--- src/hw/icr_pkg.sv ---
// Package: constants and types of the two-wire bus control registers
package icr_pkg;

  // ----------------------------------------------------------------
  // Register indices; byte address is four times the index
  // ----------------------------------------------------------------
  localparam logic [15:0] IDX_CTRL_ONE = 16'hF078;
  localparam logic [15:0] IDX_CTRL_TWO = 16'hF079;
  localparam logic [15:0] IDX_MODE_SET = 16'hF07A;
  localparam int ADDR_LSB = 2;

  // ----------------------------------------------------------------
  // Field positions
  // ----------------------------------------------------------------
  localparam int ONE_ENABLE = 7;
  localparam int ONE_RX_DIS = 6;
  localparam int ONE_MASTER = 5;
  localparam int ONE_TX_SEL = 4;
  localparam int TWO_BUSY = 7;
  localparam int TWO_SDA_CTRL = 5;
  localparam int TWO_SDA_PROT = 4;

  // ----------------------------------------------------------------
  // Reset values and the fixed read value of the protect bit
  // ----------------------------------------------------------------
  localparam logic RST_ENABLE = 1'h0;
  localparam logic RST_RX_DIS = 1'h0;
  localparam logic RST_MASTER = 1'h0;
  localparam logic RST_TX_SEL = 1'h0;
  localparam logic RST_SDA_CTRL = 1'h1;
  localparam logic [7:0] RST_MODE_SET = 8'h00;
  localparam logic PROT_READ = 1'h1;

  // Operating modes, in the order of the two select bits
  typedef enum logic [1:0] {
    SLAVE_RX,
    SLAVE_TX,
    MASTER_RX,
    MASTER_TX
  } icr_mode_e;

  // Status and requests from the transfer engine, same clock
  typedef struct packed {
    logic arbLost;
    logic i2cFormat;
    logic rxDataRead;
    logic transferBusy;
    logic engSdaLow;
    logic engSclLow;
  } icr_engine_s;

  // Controls handed to the transfer engine
  typedef struct packed {
    logic moduleEnable;
    icr_mode_e mode;
    logic rxNextStart;
    logic [7:0] modeSetting;
  } icr_ctrl_s;

endpackage : icr_pkg

--- src/hw/icr_control_regs.sv ---
// Control registers of the two-wire bus interface, Wishbone slave
// What this block does
// - Enable bit clear halts module and returns both pins to port function.
// - Enable bit set allows transfers and hands both pins to the bus.
// - After receive data read in receive direction, next reception only if enabled.
// - Master and transmit bits decode to the four slave/master rx/tx modes.
// - Lost arbitration in master mode, standard format, clears both select bits.
// - Data-line output bit reads back its last accepted value, not the pin level.
// - Accepted write 0 drives data pin low; write 1 releases it high.
// - Data-line output bit changes only when same write clears protect bit.
// - The protect bit always reads as 1.
//
// The Wishbone register port is this design's own decision.
module icr_control_regs #(
  parameter int ADDR_W = 18
) (
  input wire logic core_clk,
  input wire logic arst_n,
  input wire logic wb_cyc_i,
  input wire logic wb_stb_i,
  input wire logic wb_we_i,
  input wire logic [ADDR_W-1:0] wb_adr_i,
  input wire logic [3:0] wb_sel_i,
  input wire logic [31:0] wb_dat_i,
  output logic [31:0] wb_dat_o,
  output logic wb_ack_o,
  input wire icr_pkg::icr_engine_s engine,
  output icr_pkg::icr_ctrl_s ctrl,
  input wire logic sclPin,
  input wire logic sdaPin,
  output logic sclLevel,
  output logic sdaLevel,
  output logic sclOut,
  output logic sclOe,
  output logic sdaOut,
  output logic sdaOe,
  output logic pinsToBus
);

  // ----------------------------------------------------------------
  // State
  // ----------------------------------------------------------------
  typedef struct packed {
    logic moduleEnable;
    logic receptionDisable;
    logic masterSelect;
    logic transmitSelect;
    logic dataLineOutputCtrl;
    logic [7:0] modeSetting;
    logic rxNextStart;
    logic ack;
    logic [7:0] rdData;
    logic [1:0] sclSync;
    logic [1:0] sdaSync;
  } icr_state_s;

  icr_state_s st;
  icr_state_s next_st;
  logic [1:0] rstSync;
  logic rstN;

  // ----------------------------------------------------------------
  // Helpers
  // ----------------------------------------------------------------
  // mode decode
  function automatic icr_pkg::icr_mode_e decodeMode(
    input logic master,
    input logic transmit
  );
    unique case ({master, transmit})
      2'h0: decodeMode = icr_pkg::SLAVE_RX;
      2'h1: decodeMode = icr_pkg::SLAVE_TX;
      2'h2: decodeMode = icr_pkg::MASTER_RX;
      2'h3: decodeMode = icr_pkg::MASTER_TX;
    endcase
  endfunction : decodeMode

  function automatic logic hitIndex(
    input logic [ADDR_W-1:0] adr,
    input logic [15:0] idx
  );
    hitIndex = (adr[ADDR_W-1:icr_pkg::ADDR_LSB] ==
      (ADDR_W-icr_pkg::ADDR_LSB)'(idx));
  endfunction : hitIndex

  // ----------------------------------------------------------------
  // Reset release
  // ----------------------------------------------------------------
  always_ff @(posedge core_clk or negedge arst_n) begin
    if (!arst_n) begin
      rstSync <= 2'h0;
    end else begin
      rstSync <= {rstSync[0], 1'h1};
    end
  end

  assign rstN = rstSync[1];

  // ----------------------------------------------------------------
  // Next state
  // ----------------------------------------------------------------
  logic req;
  logic wrLane0;
  logic hitOne;
  logic hitTwo;
  logic hitMode;
  logic [7:0] wrByte;

  assign req = wb_cyc_i && wb_stb_i && !st.ack;
  assign wrLane0 = req && wb_we_i && wb_sel_i[0];
  assign hitOne = hitIndex(wb_adr_i, icr_pkg::IDX_CTRL_ONE);
  assign hitTwo = hitIndex(wb_adr_i, icr_pkg::IDX_CTRL_TWO);
  assign hitMode = hitIndex(wb_adr_i, icr_pkg::IDX_MODE_SET);
  assign wrByte = wb_dat_i[7:0];

  always_comb begin
    next_st = st;
    next_st.ack = req;
    next_st.sclSync = {st.sclSync[0], sclPin};
    next_st.sdaSync = {st.sdaSync[0], sdaPin};

    if (wrLane0 && hitOne) begin
      next_st.moduleEnable = wrByte[icr_pkg::ONE_ENABLE];
      next_st.receptionDisable = wrByte[icr_pkg::ONE_RX_DIS];
      next_st.masterSelect = wrByte[icr_pkg::ONE_MASTER];
      next_st.transmitSelect = wrByte[icr_pkg::ONE_TX_SEL];
    end

    // protect bit must be cleared by the same write
    if (wrLane0 && hitTwo && !wrByte[icr_pkg::TWO_SDA_PROT]) begin
      next_st.dataLineOutputCtrl = wrByte[icr_pkg::TWO_SDA_CTRL];
    end

    if (wrLane0 && hitMode) begin
      next_st.modeSetting = wrByte;
    end

    // lost arbitration beats a software write in the same cycle
    if (engine.arbLost && st.masterSelect && engine.i2cFormat) begin
      next_st.masterSelect = 1'h0;
      next_st.transmitSelect = 1'h0;
    end

    // next reception gated by the disable bit
    next_st.rxNextStart = engine.rxDataRead && st.moduleEnable &&
      !st.transmitSelect && !st.receptionDisable;

    next_st.rdData = 8'h00;
    if (req && !wb_we_i) begin
      if (hitOne) begin
        next_st.rdData[icr_pkg::ONE_ENABLE] = st.moduleEnable;
        next_st.rdData[icr_pkg::ONE_RX_DIS] = st.receptionDisable;
        next_st.rdData[icr_pkg::ONE_MASTER] = st.masterSelect;
        next_st.rdData[icr_pkg::ONE_TX_SEL] = st.transmitSelect;
      end else if (hitTwo) begin
        next_st.rdData[icr_pkg::TWO_BUSY] = engine.transferBusy;
        // reads the stored output control bit, not the pin level
        next_st.rdData[icr_pkg::TWO_SDA_CTRL] = st.dataLineOutputCtrl;
        next_st.rdData[icr_pkg::TWO_SDA_PROT] = icr_pkg::PROT_READ;
      end else if (hitMode) begin
        next_st.rdData = st.modeSetting;
      end
    end
  end

  // ----------------------------------------------------------------
  // Registers
  // ----------------------------------------------------------------
  always_ff @(posedge core_clk or negedge rstN) begin
    if (!rstN) begin
      st <= '0;
      st.moduleEnable <= icr_pkg::RST_ENABLE;
      st.receptionDisable <= icr_pkg::RST_RX_DIS;
      st.masterSelect <= icr_pkg::RST_MASTER;
      st.transmitSelect <= icr_pkg::RST_TX_SEL;
      st.dataLineOutputCtrl <= icr_pkg::RST_SDA_CTRL;
      st.modeSetting <= icr_pkg::RST_MODE_SET;
    end else begin
      st <= next_st;
    end
  end

  // ----------------------------------------------------------------
  // Outputs
  // ----------------------------------------------------------------
  assign wb_ack_o = st.ack;
  assign wb_dat_o = {24'h000000, st.rdData};

  assign ctrl.moduleEnable = st.moduleEnable;
  assign ctrl.mode = decodeMode(st.masterSelect, st.transmitSelect);
  assign ctrl.rxNextStart = st.rxNextStart;
  assign ctrl.modeSetting = st.modeSetting;

  // disabled module lets go of both pins
  assign pinsToBus = st.moduleEnable;
  assign sclLevel = st.sclSync[1];
  assign sdaLevel = st.sdaSync[1];

  // Open drain: only ever drive low
  assign sclOut = 1'h0;
  assign sdaOut = 1'h0;
  assign sclOe = st.moduleEnable && engine.engSclLow;
  // bit low pulls the line, bit high releases it
  assign sdaOe = st.moduleEnable &&
    (!st.dataLineOutputCtrl || engine.engSdaLow);

endmodule : icr_control_regs

--- config.mk ---
export PLATFORM = sky130hd
export DESIGN_NAME = icr_control_regs
export DESIGN_NICKNAME = d
export VERILOG_FILES = /design/src/hw/icr_pkg.sv /design/src/hw/icr_control_regs.sv
export SDC_FILE = /design/constraint.sdc
export NUM_CORES = 1
export LEC_CHECK = 0
export BUFFER_PORTS_ARGS = -buffer_cell sky130_fd_sc_hd__clkbuf_2
export CAP_MARGIN = 20
export CORE_MARGIN = 10
export CORE_UTILIZATION = 38
export CTS_BUF_LIST = sky130_fd_sc_hd__clkbuf_8
export DETAILED_ROUTE_END_ITERATION = 12
export PLACE_DENSITY = 0.86
export SLEW_MARGIN = 10
export SYNTH_ARGS = -nofsm -noshare
export SYNTH_HDL_FRONTEND = slang
export SYNTH_SLANG_ARGS = --single-unit
--- constraint.sdc ---
create_clock -name core_clk -period 1.8 [get_ports core_clk]
set_input_delay 0.54 -clock core_clk [delete_from_list [all_inputs] [get_ports core_clk]]
set_output_delay 0.54 -clock core_clk [all_outputs]
set_load 0.05 [all_outputs]
==> qor.yml, run 1 <==
ir_worst_vdd_uv: 351
fin_skew_ns: 0.00503
grt_pass1_wl_mm: 6.13
ys_types: 33
io-pin-count: 119
critPathKind: "in2reg"
arrival_ns: 2.04
cts_inserted_buffers: 5
clk_latency_ns: 0.28
hold_violations: 0
drt_iter0_drc: 26
synth_area_mm2: 0.00156
syn_inst: 144
fin_cells: 254
fin_ws_ns: -0.0396
clock-sinks: 29
seq_area_frac_synth_pct: 46.5
dp_hpwl_mm: 3.08
wl_per_cell_um: 14.3
final_cell_mix: "clkbuf_2, dfrtp_1, conb_1, buf_4, mux2_2"
cts_tree: "yes"
leakage_nw: 1.05
fin_crit_sh_pct: 102
clk_path_buf_depth: 2
nNetsFinal: 270
yosys_register_bits: 29
drc: 0
ys_warn_count: 0
place.gp.congestion: 0.750
cp_slowest_stage_delay_ns: 0.61
vias_per_cell: 4.37
cts-htree-levels: 2
setup-violations-final: 5
path_cells: "clkbuf_2 -> or2_1 -> or4_4 -> nor4_4 -> mux2_4"
nFillCells: 388
drv_cap: 0
synth.avg_cell_area_um2: 10.9
clkTransAtPathRegs_ns: 0.06
die_h_um: 84.1
overflow: 0
post-route-min-period_ns: 1.84
port_buffers: 63
drv_slew: 0
grt_max_degree: 28
root_buffer: "clkbuf_8"
worstPathMaxFanout: 6
routed_wl_mm: 3.64
max_freq_mhz: 544
dr.pass1.iters: 4
placed_cells: 246
power_density_mw_per_mm2: 818
cp.required_ns: 2.00
status: "complete, but fails checks"
antenna_found_initial: 0
diodes: 0
hold_class: "in2async"
cp_num_buf_inv: 1
initial_core_util_pct: 39.1
drive_gt1_share_pct: 51.0
critPathTopFamily: "simple AND/OR/NAND/NOR gates"
row_count: 23
core_area_mm2: 0.00400
worstSetupEndpointType: "register"
grt_pass1_vias: 1285
layout_commonest_cell: "clkbuf_2"
syn_to_final_growth_pct: 23.7
grt_usage_pct: 10.5
failed_checks: "setup timing"
cp_slowest_cell: "or4_4"
die_area_mm2: 0.00708
critPathLaunchType: "input port"
die_x_um: 84.1
fin_total_pwr_w: 0.00158
num_vias: 1109
ant_nets: 0
rsz0062_at_grt: "yes"
==> synth_stat cells <==
| library cell | instances | area, um2 |
|---|---|---|
| dfstp_2 | 1 | 26.3 |
| or4_4 | 1 | 11.3 |
| a21boi_0 | 1 | 7.51 |
| nand3b_1 | 1 | 7.51 |
| nand4b_1 | 3 | 26.3 |
| nand3_1 | 1 | 5.00 |
| nand4_1 | 1 | 6.26 |
| and2_1 | 5 | 31.3 |
| nand2_1 | 4 | 15.0 |
| mux2i_1 | 3 | 30.0 |
| or3_4 | 1 | 11.3 |
| clkbuf_1 | 4 | 15.0 |
| dfrtp_1 | 28 | 701 |
| or2_1 | 1 | 6.26 |
| a31oi_1 | 1 | 6.26 |
| or3_1 | 1 | 6.26 |
| nor3_2 | 2 | 20.0 |
| nor4_1 | 4 | 25.0 |
| nor4_2 | 1 | 12.5 |
| buf_4 | 44 | 330 |
| nor2_1 | 5 | 18.8 |
| o31ai_1 | 1 | 7.51 |
| a21oi_1 | 3 | 15.0 |
| nor3_1 | 5 | 25.0 |
| nand2b_1 | 1 | 6.26 |
| mux2_2 | 11 | 124 |
| and3_1 | 1 | 6.26 |
| nand4bb_1 | 1 | 11.3 |
| conb_1 | 2 | 7.51 |
| nor2b_1 | 1 | 6.26 |
| buf_6 | 1 | 11.3 |
| inv_1 | 3 | 11.3 |
| a211oi_2 | 1 | 12.5 |
==> logic make-up after synthesis <==
logic type	share of synthesized area, %
simple gates	16.5
flops	46.5
compound gates	3.12
buf+inv	23.5
other cells	0.481
mux	9.85
==> final timing paths <==
kind,startpoint,end,slack [ns],cells past startpoint
min in group core_clk,next_st[3]$_DFF_PN0_,sclLevel$_DFF_PN0_,0.35,0
worst max-delay path,wb_adr_i[13],st[22]$_DFFE_PN1P_,-0.04,5
worst min-delay path,arst_n,rstSync[1]$_DFF_PN0_,0.03,1
worst min register to register,rstSync[1]$_DFF_PN0_,ctrl[2]$_DFFE_PN0P_,0.23,1
worst max register to register,wb_ack_o$_DFF_PN0_,st[25]$_DFFE_PN0P_,0.05,4
max in group asynchronous,rstSync[1]$_DFF_PN0_,st[22]$_DFFE_PN1P_,1.26,1
==> sequential cells by signal, indices dropped and copies added (netlist names) <==
name	flops
st	4
rstSync	2
wb_ack_o	1
next_st	2
wb_dat_o	8
ctrl	9
sdaLevel	1
pinsToBus	1
sclLevel	1
==> power breakdown <==
| part | internal [W] | switching, W | total [W] |
|---|---|---|---|
| clock network | 0.000445 | 0.000239 | 0.000684 |
| logic | 0.0000526 | 0.000183 | 0.000235 |
| registers | 0.000660 | 0.00000216 | 0.000662 |
==> routing by layer <==
| metal | track usage (%) | up-vias | wire [um] |
|---|---|---|---|
| li1 | - | 532 | - |
| met1 | 11.4 | 513 | 1470 |
| met2 | 16.7 | 60 | 1740 |
| met3 | 6.38 | 4 | 421 |
| met4 | 3.20 | 0 | 19 |
| met5 | 0 | - | 0 |
==> stage by stage <==
stage          setup TNS (ns)  instance area (um2)  utilization [%]  setup slack (ns)  hold WS [ns]
6_report              -0.0843                 1930             48.3           -0.0396        0.0311
5_1_grt                -0.237                 1930             48.3           -0.0536        0.0122
4_1_cts               -0.0222                 1930             48.2           -0.0202        0.0221
3_5_place_dp            -3.14                 1800             44.9            -0.365         0.247
3_3_place_gp            -2.74                 1800             44.9            -0.347         0.241
2_1_floorplan           -1.46                 1680                -            -0.263         0.244
==> cell type report <==
class | instances | area, um2 | share of cell area [%]
repair buffers | 76 | 413 | 21.4
well taps | 50 | 62.6 | 3.24
clock buffers | 6 | 82.6 | 4.27
multi-input cells | 88 | 603 | 31.2
inverters | 3 | 11.3 | 0.583
flip-flops and latches | 29 | 727 | 37.6
clock inverters | 2 | 33.8 | 1.75
==> what timing repair did <==
| action | in CTS | in global routing |
|---|---|---|
| setup endpoints to repair | 1 | 10 |
| hold buffers | 0 | 0 |
| pin swaps | 2 | 0 |
| buffers inserted | 0 | 0 |
| resized for setup | 2 | 2 |
Power figures use the tool's default switching activity.
==> run 2, diff against run 1 <==
--- a/config.mk
+++ b/config.mk
@@ -8,11 +8,12 @@
 export BUFFER_PORTS_ARGS = -buffer_cell sky130_fd_sc_hd__clkbuf_2
 export CAP_MARGIN = 20
 export CORE_MARGIN = 10
-export CORE_UTILIZATION = 38
+export CORE_UTILIZATION = 44
 export CTS_BUF_LIST = sky130_fd_sc_hd__clkbuf_8
+export CTS_CLUSTER_DIAMETER = 60
 export DETAILED_ROUTE_END_ITERATION = 12
-export PLACE_DENSITY = 0.86
-export SLEW_MARGIN = 10
+export PLACE_DENSITY = 0.95
+export SLEW_MARGIN = 20
 export SYNTH_ARGS = -nofsm -noshare
 export SYNTH_HDL_FRONTEND = slang
 export SYNTH_SLANG_ARGS = --single-unit
==> qor.yml, run 2 (same netlist as run 1, synthesis figures left out) <==
status: "complete, but fails checks"
max_freq_mhz: 551
layout_commonest_cell: "clkbuf_2"
pre_cts_ws_ns: -0.415
clk_path_buf_depth: 2
dpl-instance-area_mm2: 0.00182
cts-htree-levels: 2
root_buffer: "clkbuf_8"
post-route-min-period_ns: 1.81
core_area_mm2: 0.00339
fin_cells: 253
setup-violations-final: 3
dr.pass1.iters: 4
grt_max_degree: 28
drt_iter0_drc: 38
drc: 0
clkTransAtPathRegs_ns: 0.06
clk_latency_ns: 0.28
place.gp.congestion: 0.772
fin_crit_sh_pct: 101
diodes: 0
nFillCells: 307
post_cts_buffers: 0
overflow: 0
io-pin-count: 119
critPathKind: "in2reg"
utilization_pct: 57.8
largest_reg_flops: 9
worstSetupEndpointType: "register"
grt_pass1_vias: 1260
clock-sinks: 29
regArea_um2: 727
reg2reg_setup_slack_ns: 0.07
critPathLaunchType: "input port"
final_cell_mix: "clkbuf_2, dfrtp_1, conb_1, buf_4, mux2_2"
hold_violations: 0
hold_class: "in2async"
grt_busiest_layer: "met2"
die_area_mm2: 0.00634
grt_use_met2_pct: 20.6
fin_skew_ns: 0.00474
leakage_nw: 1.06
row_count: 21
grt_use_met1_pct: 10.6
port_buffers: 63
cp.required_ns: 2.00
cts_inserted_buffers: 5
arrival_ns: 2.01
nNetsFinal: 273
multiInputGateArea_um2: 623
die_h_um: 79.6
failed_checks: "setup timing"
fin_area_mm2: 0.00196
grt_pass1_wl_mm: 5.80
whs_ns: 0.0302
cts_tree: "yes"
syn_to_final_growth_pct: 25.3
initial_core_util_pct: 46.1
ant_nets: 0
ir_worst_vdd_uv: 405
holdBufCountCts: 0
wl_per_cell_um: 14.9
worstPathMaxFanout: 5
routed_wl_mm: 3.78
grt_usage_pct: 11.6
dp_hpwl_mm: 3.17
power_density_mw_per_mm2: 760
drv_slew: 0
drive_gt1_share_pct: 53.1
rsz0062_at_grt: "yes"
fin_ws_ns: -0.0142
num_vias: 1147
placed_cells: 245
drv_cap: 0
die_x_um: 79.6
antenna_found_initial: 0
vias_per_cell: 4.53
grt_util_met3_pct: 6.64
==> run 2: cell count changes in the layout (fill, tap and decap cells not counted) <==
cell and change:
buf_4 +3, buf_2 -1, bufinv_16 -1, clkbuf_4 +1
clkbuf_8 +1, clkinv_2 +1, inv_1 -1, nor4_1 -1
nor4_4 +1, o31ai_1 -1, o31ai_2 +1
==> run 2: cell type report <==
class | count | area share [%]
sequential | 29 | 37.1
multi-input combinational | 88 | 31.8
timing repair buffer | 79 | 22.4
clock buffer | 7 | 4.92
tap | 46 | 2.94
inverter | 3 | 0.575
clock inverter | 1 | 0.256
==> run 2: power breakdown <==
part           internal [W]  switching [W]  total (W)
Sequential         0.000660     0.00000205   0.000662
Clock              0.000345       0.000242   0.000586
Combinational     0.0000546       0.000185   0.000240
Total               0.00106       0.000429    0.00149
==> run 2: routing by layer <==
layer | wire length (um) | part of all wire (%)
met4 | 53 | 1.4
met2 | 1930 | 51
met1 | 1250 | 33
met3 | 548 | 14
met5 | 0 | 0
==> run 2: worst paths after layout <==
path | startpoint | to | cells past startpoint
worst max-delay path | wb_adr_i[11] | wb_dat_o[6]$_DFF_PN0_ | 5
worst min-delay path | arst_n | rstSync[0]$_DFF_PN0_ | 1
worst max register to register | wb_ack_o$_DFF_PN0_ | st[25]$_DFFE_PN0P_ | 4
worst min register to register | rstSync[1]$_DFF_PN0_ | wb_dat_o[5]$_DFF_PN0_ | 1
max in group asynchronous | rstSync[1]$_DFF_PN0_ | st[22]$_DFFE_PN1P_ | 1
min in group core_clk | next_st[3]$_DFF_PN0_ | sclLevel$_DFF_PN0_ | 0
==> run 2: what timing repair did <==
item,4_1_cts,5_1_grt
resized for setup,6,2
pin swaps,3,1
setup endpoints to repair,9,7
gates cloned,0,0
==> run 2: worst max-delay path, stage by stage <==
cell	delay [ns]
clkbuf_2	0.07
or2_1	0.23
or4_4	0.60
or3_4	0.40
nor3_2	0.17
==> run 2: stage by stage <==
| step | power (W) | TNS, ns |
|---|---|---|
| floorplan | 0.000881 | -1.46 |
| global placement | 0.000904 | -3.18 |
| detailed placement | 0.000909 | -4.34 |
| CTS | 0.00149 | -0.0231 |
| global route | 0.00154 | -0.157 |
| finish | 0.00149 | -0.0268 |
